===== src/rtl/wse_consts.vh =====
/*
  Constants for the wake and management-interrupt event logic: runtime
  register offsets, field positions, reset values and decode limits.
  Assumes it is included once per compile unit by its bare name.
*/
`ifndef WSE_CONSTS_VH
`define WSE_CONSTS_VH

// ****************************************
// Runtime register offsets
// ****************************************
`define WSE_OFF_WAKE_SUM 8'h00
`define WSE_OFF_WAKE_GEN 8'h01
`define WSE_OFF_WSTS1 8'h02
`define WSE_OFF_WSTS2 8'h03
`define WSE_OFF_WSTS3 8'h04
`define WSE_OFF_WEN1 8'h05
`define WSE_OFF_WEN2 8'h06
`define WSE_OFF_WEN3 8'h07
`define WSE_OFF_MSTS1 8'h08
`define WSE_OFF_MSTS2 8'h09
`define WSE_OFF_MEN2 8'h0b
`define WSE_OFF_GP1 8'h0c
`define WSE_OFF_GP2 8'h0d
`define WSE_OFF_GP3 8'h0e
`define WSE_OFF_GP4 8'h0f
`define WSE_OFF_MEN1 8'ha0

// ****************************************
// Reset values
// ****************************************
`define WSE_RST_ZERO 8'h00
`define WSE_RST_MSTS2 8'h01

// ****************************************
// Field positions
// ****************************************
// Management status/enable bank 2
`define WSE_M2_PRINTER 0
`define WSE_M2_UART_B 1
`define WSE_M2_UART_A 2
`define WSE_M2_FLOPPY 3
`define WSE_M2_GP23 4
`define WSE_M2_GP24 5
`define WSE_M2_STREAM_ROUTE 6
`define WSE_M2_PIN_ROUTE 7
// Wake bank 2: GP20..GP24 in bits 4:0, ring inputs above
`define WSE_W2_RING_A 5
`define WSE_W2_RING_B 6
// Configuration bits
`define WSE_POL1_MGMT_PIN 2
`define WSE_POL2_WAKE_PIN 5
`define WSE_DRV_MGMT_PIN 2
`define WSE_DRV_WAKE_PIN 7

// ****************************************
// Runtime block decode
// ****************************************
`define WSE_BASE_MIN 12'h100

`endif


===== src/rtl/wse_event_logic.v =====
/*
  Wake and management-interrupt event logic: status/enable registers,
  pin edge capture, group management interrupt, wake output and the
  runtime register block decode on the host I/O strobes.
  Assumes single-cycle synchronous I/O strobes, reset_n from the standby
  supply power-on, and configuration values held stable by their owner.
*/
//
// Contract
// - Group interrupt is OR of every enabled device and pin event.
// - Polarity bit 2 of config1 picks management pin level; default low.
// - Management pin driver follows the driver-type configuration.
// - Group interrupt reaches the pin only while pin-route bit set.
// - Stream-route bit also reports group interrupt in IRQ2 slot.
// - Pin status sets on rising edge, or falling when inverted.
// - Pin interrupt status clears only on host write of one.
// - Pin interrupt request uses latched status AND enable.
// - Device status mirrors sources; writing one does not clear.
// - Device events gated live with enables, no latching.
// - Wake events from ring inputs and programmed pin edges.
// - Wake pin polarity from config2 bit 5; default active low.
// - Wake pin driver type from driver-type config bit 7.
// - Wake pin asserts only with global wake enable set.
// - Summary wake status sets regardless of global enable.
// - Summary stays set while any enabled source bit pending.
// - Decode uses base, compares bits 11:0, bits 15:12 zero.
// - Base on 16-byte bounds; decodes off when base below 0x100.
// - Registers reset only at standby power-on, not hard reset.
// - Reserved bits read zero.
// - Printer status reads one unpowered, else follows acknowledge.
// - Writing one to summary clears it unless a source is pending; zero does nothing.
`timescale 1ns/10ps
`default_nettype none
`include "wse_consts.vh"

module wse_event_logic (
  // Clock and standby power-on reset
  input wire clk,
  input wire reset_n,
  // Bus hard reset, kept apart from the runtime registers
  input wire bus_hard_reset_in,
  // Host I/O access
  input wire [15:0] io_addr,
  input wire io_wr,
  input wire io_rd,
  input wire [7:0] io_wdata,
  output reg [7:0] io_rdata_ff,
  output reg io_hit_ff,
  // Configuration values
  input wire [11:0] runtime_base_config,
  input wire [7:0] gpio_polarity_config1,
  input wire [7:0] gpio_polarity_config2,
  input wire [7:0] gpio_polarity_config3,
  input wire [7:0] gpio_driver_type_config,
  input wire shared_mgmt_pin_sel,
  // Event sources
  input wire [31:0] gpio_in,
  input wire ring_indicator_a_n,
  input wire ring_indicator_b_n,
  input wire printer_port_powered,
  input wire printer_acknowledge_in,
  input wire uart_a_irq,
  input wire uart_b_irq,
  input wire floppy_irq,
  // Outputs
  output reg [31:0] gpio_out_ff,
  output reg mgmt_irq_group_ff,
  output reg irq2_slot_req_ff,
  output reg shared_mgmt_pin_out_ff,
  output reg shared_mgmt_pin_oe_ff,
  output reg wake_out_pin_out_ff,
  output reg wake_out_pin_oe_ff
);

  // ****************************************
  // Decode
  // ****************************************
  // Returns {hit, offset}; the block spans base..base+15 plus one
  // register far above it, hence a compare rather than a mask.
  function [8:0] wse_decode;
    input [15:0] addr;
    input [11:0] base;
    reg [12:0] diff;
    begin
      // Extra top bit marks an address below the base, so no wrap can hit
      diff = {1'b0, addr[11:0]} - {1'b0, base[11:4], 4'h0};
      if (addr[15:12] != 4'h0 || base < `WSE_BASE_MIN) begin
        wse_decode = 9'h000;
      end else if (diff[12:4] == 9'h000) begin
        wse_decode = {1'b1, diff[7:0]};
      end else if (diff[7:0] == `WSE_OFF_MEN1 && diff[12:8] == 5'h00) begin
        wse_decode = {1'b1, diff[7:0]};
      end else begin
        wse_decode = 9'h000;
      end
    end
  endfunction

  wire [8:0] dec;
  wire hit;
  wire [7:0] off;
  wire wr_hit;
  assign dec = wse_decode(io_addr, runtime_base_config);
  assign hit = dec[8];
  assign off = dec[7:0];
  assign wr_hit = io_wr & hit;

  // ****************************************
  // Write strobes
  // ****************************************
  wire we_wake_gen;
  wire we_wen1;
  wire we_wen2;
  wire we_wen3;
  wire we_men1;
  wire we_men2;
  wire we_gp1;
  wire we_gp2;
  wire we_gp3;
  wire we_gp4;
  assign we_wake_gen = wr_hit && off == `WSE_OFF_WAKE_GEN;
  assign we_wen1 = wr_hit && off == `WSE_OFF_WEN1;
  assign we_wen2 = wr_hit && off == `WSE_OFF_WEN2;
  assign we_wen3 = wr_hit && off == `WSE_OFF_WEN3;
  assign we_men1 = wr_hit && off == `WSE_OFF_MEN1;
  assign we_men2 = wr_hit && off == `WSE_OFF_MEN2;
  assign we_gp1 = wr_hit && off == `WSE_OFF_GP1;
  assign we_gp2 = wr_hit && off == `WSE_OFF_GP2;
  assign we_gp3 = wr_hit && off == `WSE_OFF_GP3;
  assign we_gp4 = wr_hit && off == `WSE_OFF_GP4;

  // ****************************************
  // Registers
  // ****************************************
  reg wake_sum_ff;
  reg wake_gen_ff;
  reg [7:0] wsts1_ff;
  reg [6:0] wsts2_ff;
  reg [7:0] wsts3_ff;
  reg [7:0] wen1_ff;
  reg [6:0] wen2_ff;
  reg [7:0] wen3_ff;
  reg [7:0] msts1_ff;
  reg [1:0] msts2_pin_ff;
  reg [7:0] men1_ff;
  reg [7:0] men2_ff;
  reg [31:0] gp_prev_ff;
  reg [1:0] ring_prev_ff;

  // ****************************************
  // Edge capture
  // ****************************************
  // Polarity bit set inverts the pin, turning a falling edge into a rise
  wire [31:0] gp_eff;
  wire [31:0] gp_rise;
  wire ring_a_evt;
  wire ring_b_evt;
  assign gp_eff = gpio_in ^ {8'h00, gpio_polarity_config3,
    gpio_polarity_config2, gpio_polarity_config1};
  assign gp_rise = gp_eff & ~gp_prev_ff;
  // Ring inputs are active low: the falling edge is the event
  assign ring_a_evt = ring_prev_ff[0] & ~ring_indicator_a_n;
  assign ring_b_evt = ring_prev_ff[1] & ~ring_indicator_b_n;

  // ****************************************
  // Live device sources
  // ****************************************
  wire printer_sts;
  wire [3:0] dev_sts;
  assign printer_sts = printer_port_powered ? printer_acknowledge_in
    : 1'b1;
  assign dev_sts = {floppy_irq, uart_a_irq, uart_b_irq, printer_sts};

  wire [7:0] msts2_view;
  assign msts2_view = {2'b00, msts2_pin_ff, dev_sts};

  // ****************************************
  // Next state of latched status
  // ****************************************
  // Set wins over a same-cycle write-one clear
  wire [7:0] nxt_wsts1;
  wire [6:0] nxt_wsts2;
  wire [7:0] nxt_wsts3;
  wire [7:0] nxt_msts1;
  wire [1:0] nxt_msts2_pin;
  wire [7:0] clr_w1;
  wire [7:0] clr_w2;
  wire [7:0] clr_w3;
  wire [7:0] clr_m1;
  wire [7:0] clr_m2;
  wire [7:0] clr_sum;
  assign clr_w1 = (wr_hit && off == `WSE_OFF_WSTS1) ? io_wdata : 8'h00;
  assign clr_w2 = (wr_hit && off == `WSE_OFF_WSTS2) ? io_wdata : 8'h00;
  assign clr_w3 = (wr_hit && off == `WSE_OFF_WSTS3) ? io_wdata : 8'h00;
  assign clr_m1 = (wr_hit && off == `WSE_OFF_MSTS1) ? io_wdata : 8'h00;
  assign clr_m2 = (wr_hit && off == `WSE_OFF_MSTS2) ? io_wdata : 8'h00;
  assign clr_sum = (wr_hit && off == `WSE_OFF_WAKE_SUM) ? io_wdata : 8'h00;

  assign nxt_wsts1 = gp_rise[7:0] | (wsts1_ff & ~clr_w1);
  assign nxt_wsts2 = {ring_b_evt, ring_a_evt, gp_rise[12:8]} |
    (wsts2_ff & ~clr_w2[6:0]);
  assign nxt_wsts3 = gp_rise[23:16] | (wsts3_ff & ~clr_w3);
  assign nxt_msts1 = gp_rise[7:0] | (msts1_ff & ~clr_m1);
  // Only the pin bits of bank 2 respond to write-one
  assign nxt_msts2_pin = gp_rise[12:11] |
    (msts2_pin_ff & ~clr_m2[`WSE_M2_GP24:`WSE_M2_GP23]);

  // ****************************************
  // Wake summary
  // ****************************************
  wire wake_pending;
  wire nxt_wake_sum;
  assign wake_pending = |(wsts1_ff & wen1_ff) | |(wsts2_ff & wen2_ff) |
    |(wsts3_ff & wen3_ff);
  // Pending sources hold the summary up even against a clear
  assign nxt_wake_sum = wake_pending |
    (wake_sum_ff & ~clr_sum[0]);

  // ****************************************
  // Group management interrupt
  // ****************************************
  wire nxt_group;
  assign nxt_group = |(msts1_ff & men1_ff) |
    |(msts2_pin_ff & men2_ff[`WSE_M2_GP24:`WSE_M2_GP23]) |
    |(dev_sts & men2_ff[`WSE_M2_FLOPPY:`WSE_M2_PRINTER]);

  // ****************************************
  // Pin drive
  // ****************************************
  // Returns {out, oe}; open drain only ever pulls low
  function [1:0] wse_drive;
    input active;
    input act_high;
    input push_pull;
    reg lvl;
    begin
      lvl = active ? act_high : ~act_high;
      wse_drive = push_pull ? {lvl, 1'b1} : {1'b0, ~lvl};
    end
  endfunction

  wire [1:0] mgmt_drv;
  wire [1:0] wake_drv;
  assign mgmt_drv = wse_drive(
    mgmt_irq_group_ff & men2_ff[`WSE_M2_PIN_ROUTE],
    gpio_polarity_config1[`WSE_POL1_MGMT_PIN],
    gpio_driver_type_config[`WSE_DRV_MGMT_PIN]);
  assign wake_drv = wse_drive(
    wake_sum_ff & wake_gen_ff,
    gpio_polarity_config2[`WSE_POL2_WAKE_PIN],
    gpio_driver_type_config[`WSE_DRV_WAKE_PIN]);

  // ****************************************
  // Read mux
  // ****************************************
  reg [7:0] nxt_rdata;
  always @* begin
    nxt_rdata = 8'h00;
    case (off)
      `WSE_OFF_WAKE_SUM: nxt_rdata = {7'h00, wake_sum_ff};
      `WSE_OFF_WAKE_GEN: nxt_rdata = {7'h00, wake_gen_ff};
      `WSE_OFF_WSTS1: nxt_rdata = wsts1_ff;
      `WSE_OFF_WSTS2: nxt_rdata = {1'b0, wsts2_ff};
      `WSE_OFF_WSTS3: nxt_rdata = wsts3_ff;
      `WSE_OFF_WEN1: nxt_rdata = wen1_ff;
      `WSE_OFF_WEN2: nxt_rdata = {1'b0, wen2_ff};
      `WSE_OFF_WEN3: nxt_rdata = wen3_ff;
      `WSE_OFF_MSTS1: nxt_rdata = msts1_ff;
      `WSE_OFF_MSTS2: nxt_rdata = msts2_view;
      `WSE_OFF_MEN1: nxt_rdata = men1_ff;
      `WSE_OFF_MEN2: nxt_rdata = men2_ff;
      `WSE_OFF_GP1: nxt_rdata = gpio_out_ff[7:0];
      `WSE_OFF_GP2: nxt_rdata = gpio_out_ff[15:8];
      `WSE_OFF_GP3: nxt_rdata = gpio_out_ff[23:16];
      `WSE_OFF_GP4: nxt_rdata = gpio_out_ff[31:24];
      default: nxt_rdata = 8'h00;
    endcase
  end

  // ****************************************
  // Standby domain state
  // ****************************************
  // Only the standby power-on reset reaches here; bus hard reset does not
  always @(posedge clk or negedge reset_n) begin
    if (!reset_n) begin
      wake_sum_ff <= 1'b0;
      wake_gen_ff <= 1'b0;
      wsts1_ff <= `WSE_RST_ZERO;
      wsts2_ff <= 7'h00;
      wsts3_ff <= `WSE_RST_ZERO;
      wen1_ff <= `WSE_RST_ZERO;
      wen2_ff <= 7'h00;
      wen3_ff <= `WSE_RST_ZERO;
      msts1_ff <= `WSE_RST_ZERO;
      msts2_pin_ff <= 2'b00;
      men1_ff <= `WSE_RST_ZERO;
      men2_ff <= `WSE_RST_ZERO;
      gpio_out_ff <= 32'h0000_0000;
      gp_prev_ff <= 32'h0000_0000;
      ring_prev_ff <= 2'b11;
      mgmt_irq_group_ff <= 1'b0;
      irq2_slot_req_ff <= 1'b0;
      shared_mgmt_pin_out_ff <= 1'b0;
      shared_mgmt_pin_oe_ff <= 1'b0;
      wake_out_pin_out_ff <= 1'b0;
      wake_out_pin_oe_ff <= 1'b0;
    end else begin
      wake_sum_ff <= nxt_wake_sum;
      wsts1_ff <= nxt_wsts1;
      wsts2_ff <= nxt_wsts2;
      wsts3_ff <= nxt_wsts3;
      msts1_ff <= nxt_msts1;
      msts2_pin_ff <= nxt_msts2_pin;
      gp_prev_ff <= gp_eff;
      ring_prev_ff <= {ring_indicator_b_n, ring_indicator_a_n};
      if (we_wake_gen) begin
        wake_gen_ff <= io_wdata[0];
      end
      if (we_wen1) begin
        wen1_ff <= io_wdata;
      end
      if (we_wen2) begin
        wen2_ff <= io_wdata[6:0];
      end
      if (we_wen3) begin
        wen3_ff <= io_wdata;
      end
      if (we_men1) begin
        men1_ff <= io_wdata;
      end
      if (we_men2) begin
        men2_ff <= io_wdata;
      end
      if (we_gp1) begin
        gpio_out_ff[7:0] <= io_wdata;
      end
      if (we_gp2) begin
        gpio_out_ff[15:8] <= io_wdata;
      end
      if (we_gp3) begin
        gpio_out_ff[23:16] <= io_wdata;
      end
      if (we_gp4) begin
        gpio_out_ff[31:24] <= io_wdata;
      end
      mgmt_irq_group_ff <= nxt_group;
      irq2_slot_req_ff <= nxt_group & men2_ff[`WSE_M2_STREAM_ROUTE];
      // Pin released while the shared pin serves as plain GPIO
      shared_mgmt_pin_out_ff <= mgmt_drv[1];
      shared_mgmt_pin_oe_ff <= mgmt_drv[0] & shared_mgmt_pin_sel;
      wake_out_pin_out_ff <= wake_drv[1];
      wake_out_pin_oe_ff <= wake_drv[0];
    end
  end

  // ****************************************
  // Host read data
  // ****************************************
  // Read data is main-power side, so bus hard reset may clear it
  always @(posedge clk or negedge reset_n) begin
    if (!reset_n) begin
      io_rdata_ff <= 8'h00;
      io_hit_ff <= 1'b0;
    end else if (bus_hard_reset_in) begin
      io_rdata_ff <= 8'h00;
      io_hit_ff <= 1'b0;
    end else begin
      io_hit_ff <= io_rd & hit;
      io_rdata_ff <= (io_rd & hit) ? nxt_rdata : 8'h00;
    end
  end

endmodule
`default_nettype wire


===== config.mk =====
export PLATFORM = sky130hd
export DESIGN_NAME = wse_event_logic
export DESIGN_NICKNAME = d
export VERILOG_FILES = /design/src/rtl/wse_event_logic.v
export VERILOG_INCLUDE_DIRS = /design/src /design/src/rtl
export SDC_FILE = /design/constraint.sdc
export NUM_CORES = 1
export LEC_CHECK = 0
export BUFFER_PORTS_ARGS = -buffer_cell sky130_fd_sc_hd__buf_2
export CAP_MARGIN = 10
export CORE_ASPECT_RATIO = 1.75
export CORE_UTILIZATION = 31
export CTS_CLUSTER_SIZE = 14
export DETAILED_ROUTE_END_ITERATION = 8
export SLEW_MARGIN = 0
export SYNTH_ARGS = -nofsm -noshare
export SYNTH_HDL_FRONTEND = slang
export SYNTH_SLANG_ARGS = --single-unit

===== constraint.sdc =====
create_clock -name clk -period 1.65 [get_ports clk]
set_input_delay 0.4125 -clock clk [delete_from_list [all_inputs] [get_ports clk]]
set_output_delay 0.4125 -clock clk [all_outputs]
set_load 0.005 [all_outputs]

==> results of run 1 <==
-- where the power goes --
group          switching, µW  internal, µW
Combinational            679           495
Sequential              22.1          3600
Clock                   1600          2040
Total                   2310          6140
-- through the flow --
step | setup WS [ps] | power [µW] | cell area (µm²)
2_1_floorplan | -1630 | 4200 | 7780
4_1_cts | -1230 | 8480 | 10800
6_report | -1240 | 8440 | 10900
5_1_grt | -1300 | 8750 | 10900
3_3_place_gp | -1800 | 4800 | 9840
3_5_place_dp | -1860 | 4810 | 9840
-- registers in the layout, indices dropped and copies added, names as in the netlist, 2 cells and up --
name	cells
ring_prev_ff	2
men2_ff	8
men1_ff	8
wen1_ff	8
msts1_ff	8
wsts1_ff	8
wsts2_ff	7
wen3_ff	8
gp_prev_ff	21
wen2_ff	7
msts2_pin_ff	2
wsts3_ff	8
gpio_out_ff	32
io_rdata_ff	8
-- layout by cell type (no fill, tap or decap), types with 7 or more instances in the layout --
cell,instances
a21oi_1,18
mux2i_1,19
a221oi_1,7
xor2_1,22
nand2_1,43
mux2_4,47
inv_1,30
buf_6,14
buf_2,133
buf_4,133
o31ai_4,10
o32a_1,8
mux2_2,34
a22o_1,7
o21a_1,10
clkbuf_16,17
a31oi_1,13
nor2b_1,21
o21ai_0,10
a22oi_1,16
nor2_1,31
nand3_1,8
nand2b_1,26
o22ai_1,7
dfrtp_1,142
buf_12,13
nand4_1,8
-- routing by layer --
layer / GRT usage [%] / up-vias
li1: - / 3047
met1: 25.4 / 3263
met2: 41.3 / 280
met3: 4.45 / 100
met4: 18.7 / 0
met5: 0 / -
-- cell type report --
cell class,count,area [µm²],area share [%]
repair buffers,297,2150,19.8
clock inverters,11,82.6,0.761
inverters,32,133,1.22
multi-input cells,463,4030,37.2
clock buffers,21,470,4.33
flip-flops and latches,144,3610,33.2
well taps,304,380,3.50
-- cells by family after synthesis --
family,after synthesis,synth area share (%)
AO/OA/AOI/OAI,147,14.9
XOR/XNOR,24,2.81
AND/OR/NAND/NOR,181,13.0
adder cells (fa/ha/maj),10,1.77
buffers and inverters,73,3.91
flip-flops,144,48.2
multiplexers,101,15.4
-- path summary, 6_finish.rpt --
check | startpoint | slack [ps] | end
setup / recovery | io_addr[4] | -1240 | gpio_out_ff[9]
hold reg to reg | gp_prev_ff[22] | 480 | wsts3_ff[6]
min in group asynchronous | reset_n | 470 | irq2_slot_req_ff
hold / removal | ring_indicator_a_n | 80 | ring_prev_ff[0]
setup reg to reg | gpio_out_ff[30] | -460 | io_rdata_ff[6]
max in group asynchronous | reset_n | 650 | io_rdata_ff[5]
-- what timing repair did --
| item | in CTS | in global routing |
|---|---|---|
| resized for setup | 59 | 12 |
| setup buffers | 8 | 3 |
| endpoints found under the hold margin | 32 | 0 |
| hold buffers | 1 | 0 |
| pin swaps | 20 | 8 |
| gates cloned | 2 | 0 |
| setup endpoints to repair | 115 | 115 |
-- worst max-delay path: stages --
cell     delay, ps
buf_8          110
inv_12          50
ha_4           120
fa_2           210
nor2b_2         40
o21a_1         170
or4b_4         490
a211o_1        300
or3_4          350
or4b_4         640
mux2_4         340
==> impl_metrics.toml, run 1 <==
[timing]
fin_worst_skew_ps = 8.00
fin_ws_ps = -1240
tightest_slew_ps = 817
fmax_mhz = 346
maxSlewHeadroom_pct = 45.1
fin_crit_ps = 2890
fin_crit_sh_pct = 175
whs_ps = 77.3
final-setup-viol-count = 115
hold_viol = 0
setup_tns_ps = -121550
rsz0062_at_grt = "true"
drv_slew = 0

[global_routing]
grt_pass1_wl_mm = 43.1
grt_pass1_vias = 7012
grt_max_degree = 41
grt_remaining_overflow = 0
antenna_found_initial = 0
grt_usage_pct = 24.0

[status]
violations = "setup timing"
status = "complete, but fails checks"

[clock_network]
clock-root-buffer = "clkbuf_16"
cts.sinks = 144
path_clk_slew_ps = 60
clockBufferDepth = 2
worst_skew_pair.late_latency_ps = 440
cts_buffers = 17
htreeDepth = 4
cts_tree = "done"

[route]
wl_met1_mm = 10.4
drtAntennaViolNets = 0
wl_per_cell_um = 22.4
drt_iter0_drc = 397
wl_met3_mm = 1.31
route.detailed.drc = 0
finalWirelength_mm = 28.5
avgViaCountPerCell = 5.26
dr.max_layer_used = "met4"
drt_first_pass_iters = 5
wl_met2_mm = 14.6
vias = 6690

[setup_path]
reg2reg_depth = 7
worstPathRequired_ps = 1980
cp-end-kind = "register"
setup.worst_path.class = "input pin to register"
critPathMaxFanout = 8
worstPathArrival_ps = 3220
critPathLaunchType = "input pin"

[power]
vdd_drop_max_mv = 0.611
leakagePower_uw = 0.00510
power_density_nw_per_um2 = 778

[placed_design]
place_congestion = 0.942
dp_hpwl_mm = 21.7
dp.cells = 1229
io_buffers = 136

[flow_run]
cap_violations = 0

[synth]
synth_top_cell_area_share_pct = 47.5
synth_edf_count = 0
synth_warnings = 0
async_reset_ff_share_pct = 100
synthCells = 680
synth_common_cells = "dfrtp_1 (142), mux2_2 (73), nand2_1 (43), inv_1 (32), nor2_1 (32)"
ys.flop_type = "dfrtp_1"
syn_nets = 803
ys_seq_area_share_pct = 48.2
synth_cell_type_count = 66
yosysMostFrequentCell = "dfrtp_1"
synth_largest_area_cell = "dfrtp_1"
synth-seq-cells = 144
syn_area_um2 = 7480
synth_area_per_cell_um2 = 11.0
ys_top_cells_by_area = "dfrtp_1 (47%), mux2_2 (11%), xor2_1 (2.6%), mux2i_1 (2.5%), nand2b_1 (2.2%)"

[floorplanning]
die_h_um = 208
die_w_um = 119
num_rows = 74
ioPinCount = 160
start_util_pct = 31.8
core_area_um2 = 23500
dieArea_um2 = 24800

[final_layout]
fin_cells = 1272
synthToLayoutAreaGrowth_pct = 45.0
antenna_cells = 0
final_util_pct = 46.2
nets = 1078
drive_above_1_share_pct = 46.6
fill_cells = 2232

[worst_hold_path]
hold_path.class = "input pin to register"
holdPathStages = 1
(Power assumes the default switching activity.)
==> run 2, diff against run 1 <==
--- a/config.mk
+++ b/config.mk
@@ -12,7 +12,7 @@
 export CORE_UTILIZATION = 31
 export CTS_CLUSTER_SIZE = 14
 export DETAILED_ROUTE_END_ITERATION = 8
-export SLEW_MARGIN = 0
+export SLEW_MARGIN = 10
 export SYNTH_ARGS = -nofsm -noshare
 export SYNTH_HDL_FRONTEND = slang
 export SYNTH_SLANG_ARGS = --single-unit
==> constraint.sdc (replaced) <==
create_clock -name clk -period 3.7 [get_ports clk]
set_input_delay 0.925 -clock clk [delete_from_list [all_inputs] [get_ports clk]]
set_output_delay 0.925 -clock clk [all_outputs]
set_load 0.005 [all_outputs]
==> impl_metrics.toml, run 2 (synthesis results as in run 1) <==
[setup_path]
cp_slowest_stage_delay_ps = 490
reg2reg_from = "wsts2_ff[5]"
worstPathRequired_ps = 4020
r2r_setup_slack_ps = 1770
crit_top_cell = "buf_4"
worstPathArrival_ps = 3910
crit_family = "simple AND/OR/NAND/NOR gates"
endpoint = "gpio_out_ff[24]"
path_buf_inv = 5
setup.worst_path.class = "input pin to register"
setup.worst_path.start = "io_addr[4]"
critPathMaxFanout = 8
reg2reg_to = "io_rdata_ff[5]"
critPathLaunchType = "input pin"
reg2reg_depth = 6
crit_chain = "buf_2 -> inv_12 -> ha_1 -> or4b_1 -> nor4_4 -> o21ai_0 -> buf_4 -> a2111o_1 -> nor3_2 -> buf_4 -> and4_1 -> buf_12 -> mux2_2"
cp-end-kind = "register"
slowest_stage = "or4b_1"
cp_num_cells = 13

[timing]
hold_viol = 0
fin_crit_sh_pct = 97.1
fmax_mhz = 278
fin_worst_skew_ps = 13.5
fin_crit_ps = 3590
whs_ps = 473
drv_slew = 0
final-setup-viol-count = 0
rsz0062_at_grt = "false"
maxSlewHeadroom_pct = 57.0
tightest_slew_ps = 638

[final_layout]
final_common_cell = "dfrtp_1"
synthToLayoutAreaGrowth_pct = 29.5
top_register = "gpio_out_ff"
multi_input_area_um2 = 3630
nets = 988
largest_reg_flops = 32
layout_common_cells = "dfrtp_1 (142), buf_2 (135), mux2_2 (73), buf_4 (68), nand2_1 (43)"
final_util_pct = 41.2
fill_cells = 2347
regArea_um2 = 3610
drive_above_1_share_pct = 38.0
antenna_cells = 0
top_regs = "gpio_out_ff: 32 flops, gp_prev_ff: 21 flops"

[placed_design]
place_congestion = 0.950
io_buffers = 136
dp_hpwl_mm = 19.0

[power]
power_density_nw_per_um2 = 418
vdd_drop_max_mv = 0.272
leakagePower_uw = 0.00457

[floorplanning]
core_area_um2 = 23500
die_h_um = 208
ioPinCount = 160
start_util_pct = 31.8
num_rows = 74
die_w_um = 119
dieArea_um2 = 24800

[status]
status = "completed"

[clock_network]
htreeDepth = 4
worst_skew_pair.late_latency_ps = 440
postCtsHoldBufs = 0
path_clk_slew_ps = 60
cts_buffers = 17
cts_setup_buffers = 0
cts_tree = "done"
clockBufferDepth = 2
cts.sinks = 144
ctsResizeCount = 1
clock-root-buffer = "clkbuf_16"

[flow_run]
cap_violations = 0

[route]
wl_per_cell_um = 21.1
drt_iter0_drc = 416
finalWirelength_mm = 24.9
route.detailed.drc = 0
drtAntennaViolNets = 0
avgViaCountPerCell = 5.29
vias = 6247
drt_first_pass_iters = 6

[global_routing]
grt_pass1_vias = 6386
antenna_found_initial = 0
grt_max_degree = 62
grt_usage_pct = 20.5
grt_pass1_wl_mm = 37.3
grt_remaining_overflow = 0

[worst_hold_path]
hold_path.class = "input pin to asynchronous set/reset pin"
==> run 2: per-layer routing <==
| layer | GRT usage, % | vias to the layer above | share of wire (%) |
|---|---|---|---|
| li1 | - | 2863 | - |
| met1 | 22.2 | 3049 | 37 |
| met2 | 35.9 | 256 | 52 |
| met3 | 3.54 | 79 | 4.8 |
| met4 | 14.4 | 0 | 6.7 |
| met5 | 0 | - | 0 |
==> run 2: worst min-delay path by stage <==
stage | startpoint | end | slack (ps) | cells after the start
finish | reset_n | gp_prev_ff[22] | 470 | 1
global route | gp_prev_ff[19] | wsts3_ff[3] | 500 | 2
CTS | gp_prev_ff[19] | wsts3_ff[3] | 480 | 2
detailed placement | gp_prev_ff[19] | wsts3_ff[3] | 470 | 2
global placement | gp_prev_ff[19] | wsts3_ff[3] | 470 | 2
floorplan | gp_prev_ff[16] | wsts3_ff[0] | 460 | 2
==> run 2: metrics by stage <==
step | setup TNS, ps | instances | power [µW] | cell area [µm²] | setup WS [ps]
2_1_floorplan | -722 | 680 | 1870 | 7540 | -90.2
3_3_place_gp | -31220 | 1150 | 2080 | 8990 | -471
3_5_place_dp | -42220 | 1150 | 2090 | 8990 | -574
4_1_cts | 0 | 1182 | 4090 | 9680 | 28.2
5_1_grt | 0 | 1182 | 4190 | 9690 | 12.6
6_report | 0 | 1182 | 4060 | 9690 | 108
==> run 2: final cells by class <==
cell class,instances,share of cell area (%)
Clock buffer,17,4.39
Clock inverter,15,2.65
Inverter,32,1.37
Multi-Input combinational cell,463,37.5
Sequential cell,144,37.2
Tap cell,304,3.93
Timing Repair Buffer,207,13.0
==> run 2: power breakdown <==
part	leakage (µW)	internal [µW]	switching (µW)
sequential	0.00177	1600	8.98
combinational	0.00248	182	268
clock	0.000330	1280	717
total	0.00458	3060	994
==> run 3, diff against run 2 <==
--- a/config.mk
+++ b/config.mk
@@ -6,6 +6,7 @@
 export SDC_FILE = /design/constraint.sdc
 export NUM_CORES = 1
 export LEC_CHECK = 0
+export ABC_AREA = 1
 export BUFFER_PORTS_ARGS = -buffer_cell sky130_fd_sc_hd__buf_2
 export CAP_MARGIN = 10
 export CORE_ASPECT_RATIO = 1.75
==> impl_metrics.toml, run 3 <==
[timing]
hold_viol = 0
drv_slew = 0
fin_crit_sh_pct = 91.7
maxSlewHeadroom_pct = 56.6
fin_crit_ps = 3390
rsz0062_at_grt = "false"
fin_worst_skew_ps = 9.45
final-setup-viol-count = 0
fmax_mhz = 295
tightest_slew_ps = 650

[synth]
synth_top_cell_area_share_pct = 47.3
async_reset_ff_share_pct = 100
synth_edf_count = 0
synth_warnings = 0
synth_cell_type_count = 41
ys_top_cells_by_area = "dfrtp_1 (47%), nand2_1 (14%), nand3_1 (6.4%), o21ai_0 (6.3%), inv_1 (4.5%)"
synth_largest_area_cell = "dfrtp_1"
synthCells = 954
synth_area_per_cell_um2 = 7.88
syn_nets = 1077
yosysMostFrequentCell = "nand2_1"
syn_area_um2 = 7520
ys_seq_area_share_pct = 48.0
ys.flop_type = "dfrtp_1"
synth_common_cells = "nand2_1 (273), dfrtp_1 (142), nand3_1 (96), o21ai_0 (94), inv_1 (91)"
synth-seq-cells = 144

[global_routing]
grt_pass1_wl_mm = 38.5
met2_usage_pct = 38.1
use_met1_pct = 22.2
grt_remaining_overflow = 0
top_usage_layer = "met2"
grt_max_degree = 60
grt_pass1_vias = 6960
grt_usage_pct = 20.8
grtUsageMet3_pct = 2.96
antenna_found_initial = 0

[setup_path]
cp_slowest_stage_delay_ps = 400
reg2reg_from = "wsts1_ff[2]"
worstPathArrival_ps = 3680
reg2reg_depth = 4
critPathMaxFanout = 16
worstPathRequired_ps = 3990
crit_top_cell = "nand2_1"
reg2reg_to = "wake_sum_ff"
crit_chain = "buf_2 -> inv_1 -> ha_1 -> fa_1 -> inv_1 -> nand2_1 -> nand2_1 -> nand3_1 -> nand3_1 -> nand2_1 -> inv_1 -> nand2_2 -> nor2_8 -> nand4_4 -> nor2_2 -> buf_4 -> nand3_2 -> nand2_1 -> o21ai_0"
r2r_setup_slack_ps = 2210
cp-end-kind = "register"
critPathLaunchType = "input pin"
setup.worst_path.class = "input pin to register"
slowest_stage = "fa_1"

[power]
p_int_uw = 2720
power_density_nw_per_um2 = 389
seqPwrFrac_pct = 43.9
power.share.clock_pct = 48.0
leakagePower_uw = 0.00481
p_switching_uw = 936
vdd_drop_max_mv = 0.297
switching_share_pct = 25.6
combPwrFrac_pct = 8.1

[final_layout]
top_regs = "gpio_out_ff: 32 flops, gp_prev_ff: 21 flops"
drive_above_1_share_pct = 22.9
final_util_pct = 39.3
top_register = "gpio_out_ff"
nets = 1241
design_area_um2 = 9390
final_common_cell = "nand2_1"
antenna_cells = 0
largest_reg_flops = 32
synthToLayoutAreaGrowth_pct = 24.9
layout_common_cells = "nand2_1 (273), dfrtp_1 (142), buf_2 (135), nand3_1 (96), o21ai_0 (94)"

[clock_network]
cts_tree = "done"
postCtsHoldBufs = 0
htreeDepth = 4
clock-root-buffer = "clkbuf_16"
cts_buffers = 17
path_clk_slew_ps = 70
worst_skew_pair.late_latency_ps = 440
clockBufferDepth = 2
cts.sinks = 144
ctsResizeCount = 0
cts_setup_buffers = 0

[route]
vias = 6910
drt_iter0_drc = 418
route.detailed.drc = 2
finalWirelength_mm = 24.6
avgViaCountPerCell = 4.80
wl_per_cell_um = 17.1
drt_first_pass_iters = 9
drtAntennaViolNets = 0

[floorplanning]
dieArea_um2 = 24900
die_w_um = 120
num_rows = 75
ioPinCount = 160
core_area_um2 = 23900
start_util_pct = 31.4
die_h_um = 208

[worst_hold_path]
hold_path.class = "register to register"
worstHoldEndpoint = "wsts3_ff[1]"
holdPathStages = 1
min_from = "gp_prev_ff[17]"

[status]
status = "complete, but fails checks"
violations = "DRC"

[placed_design]
placed_area_um2 = 8790
io_buffers = 136
place_congestion = 0.893
dp_hpwl_mm = 19.2

[flow_run]
cap_violations = 0
==> run 3: power by group through the flow <==
| stage | sequential (µW) | combinational (µW) | clock [µW] |
|---|---|---|---|
| CTS | 1600 | 301 | 1790 |
| finish | 1600 | 294 | 1750 |
| floorplan | 1630 | 144 | 0 |
| global placement | 1630 | 295 | 0 |
| detailed placement | 1630 | 300 | 0 |
| global route | 1600 | 334 | 1860 |
==> run 3: area by class of cell <==
cell class	instances	area (µm²)
Sequential cell	144	3610
Clock buffer	17	425
Fill cell	2520	14500
Multi-Input combinational cell	681	3350
Tap cell	308	385
Clock inverter	15	175
Inverter	93	349
Timing Repair Buffer	181	1100
==> run 3: how the worst max path moves through the flow <==
stage / cells after the start / to / slack [ps] / startpoint
after CTS: 19 / wen1_ff[7] / 310 / io_addr[4]
after global placement: 22 / io_rdata_ff[0] / -40 / io_addr[4]
final: 19 / wen1_ff[7] / 310 / io_addr[4]
after global routing: 18 / wen1_ff[1] / 20 / io_addr[4]
after detailed placement: 22 / io_rdata_ff[0] / -110 / io_addr[4]
after floorplan: 19 / msts1_ff[0] / 470 / io_addr[4]
==> run 3: per-stage QoR <==
stage	instances	hold slack [ps]	total power (µW)	worst slack (ps)	TNS [ps]
6_report	1439	422	3650	306	0
5_1_grt	1439	442	3800	23.7	0
4_1_cts	1439	428	3700	307	0
3_5_place_dp	1407	418	1930	-112	-1300
3_3_place_gp	1407	414	1930	-42.8	-467
2_1_floorplan	954	410	1780	466	0
==> run 3: logic make-up after synthesis <==
kind of cell,synth area share [%]
AND/OR/NAND/NOR,31.1
AO/OA/AOI/OAI,10.2
flip-flops,48.0
buffers and inverters,7.47
XOR/XNOR,1.51
adder cells (fa/ha/maj),1.76
==> run 3: metal layers <==
layer  up-vias  share of wire [%]  routed length, µm
met5         -                  0                  0
met4         0                5.7               1400
met3        73                4.3               1050
met2       234                 53              13200
met1      3177                 37               9000
li1       3426                  -                  -
==> run 3: worst max-delay path, delay by kind of cell <==
kind,cells,cell delay [ps]
simple gates,11,1510
fa+ha+maj,2,600
buf+inv,5,540
compound gates,1,100
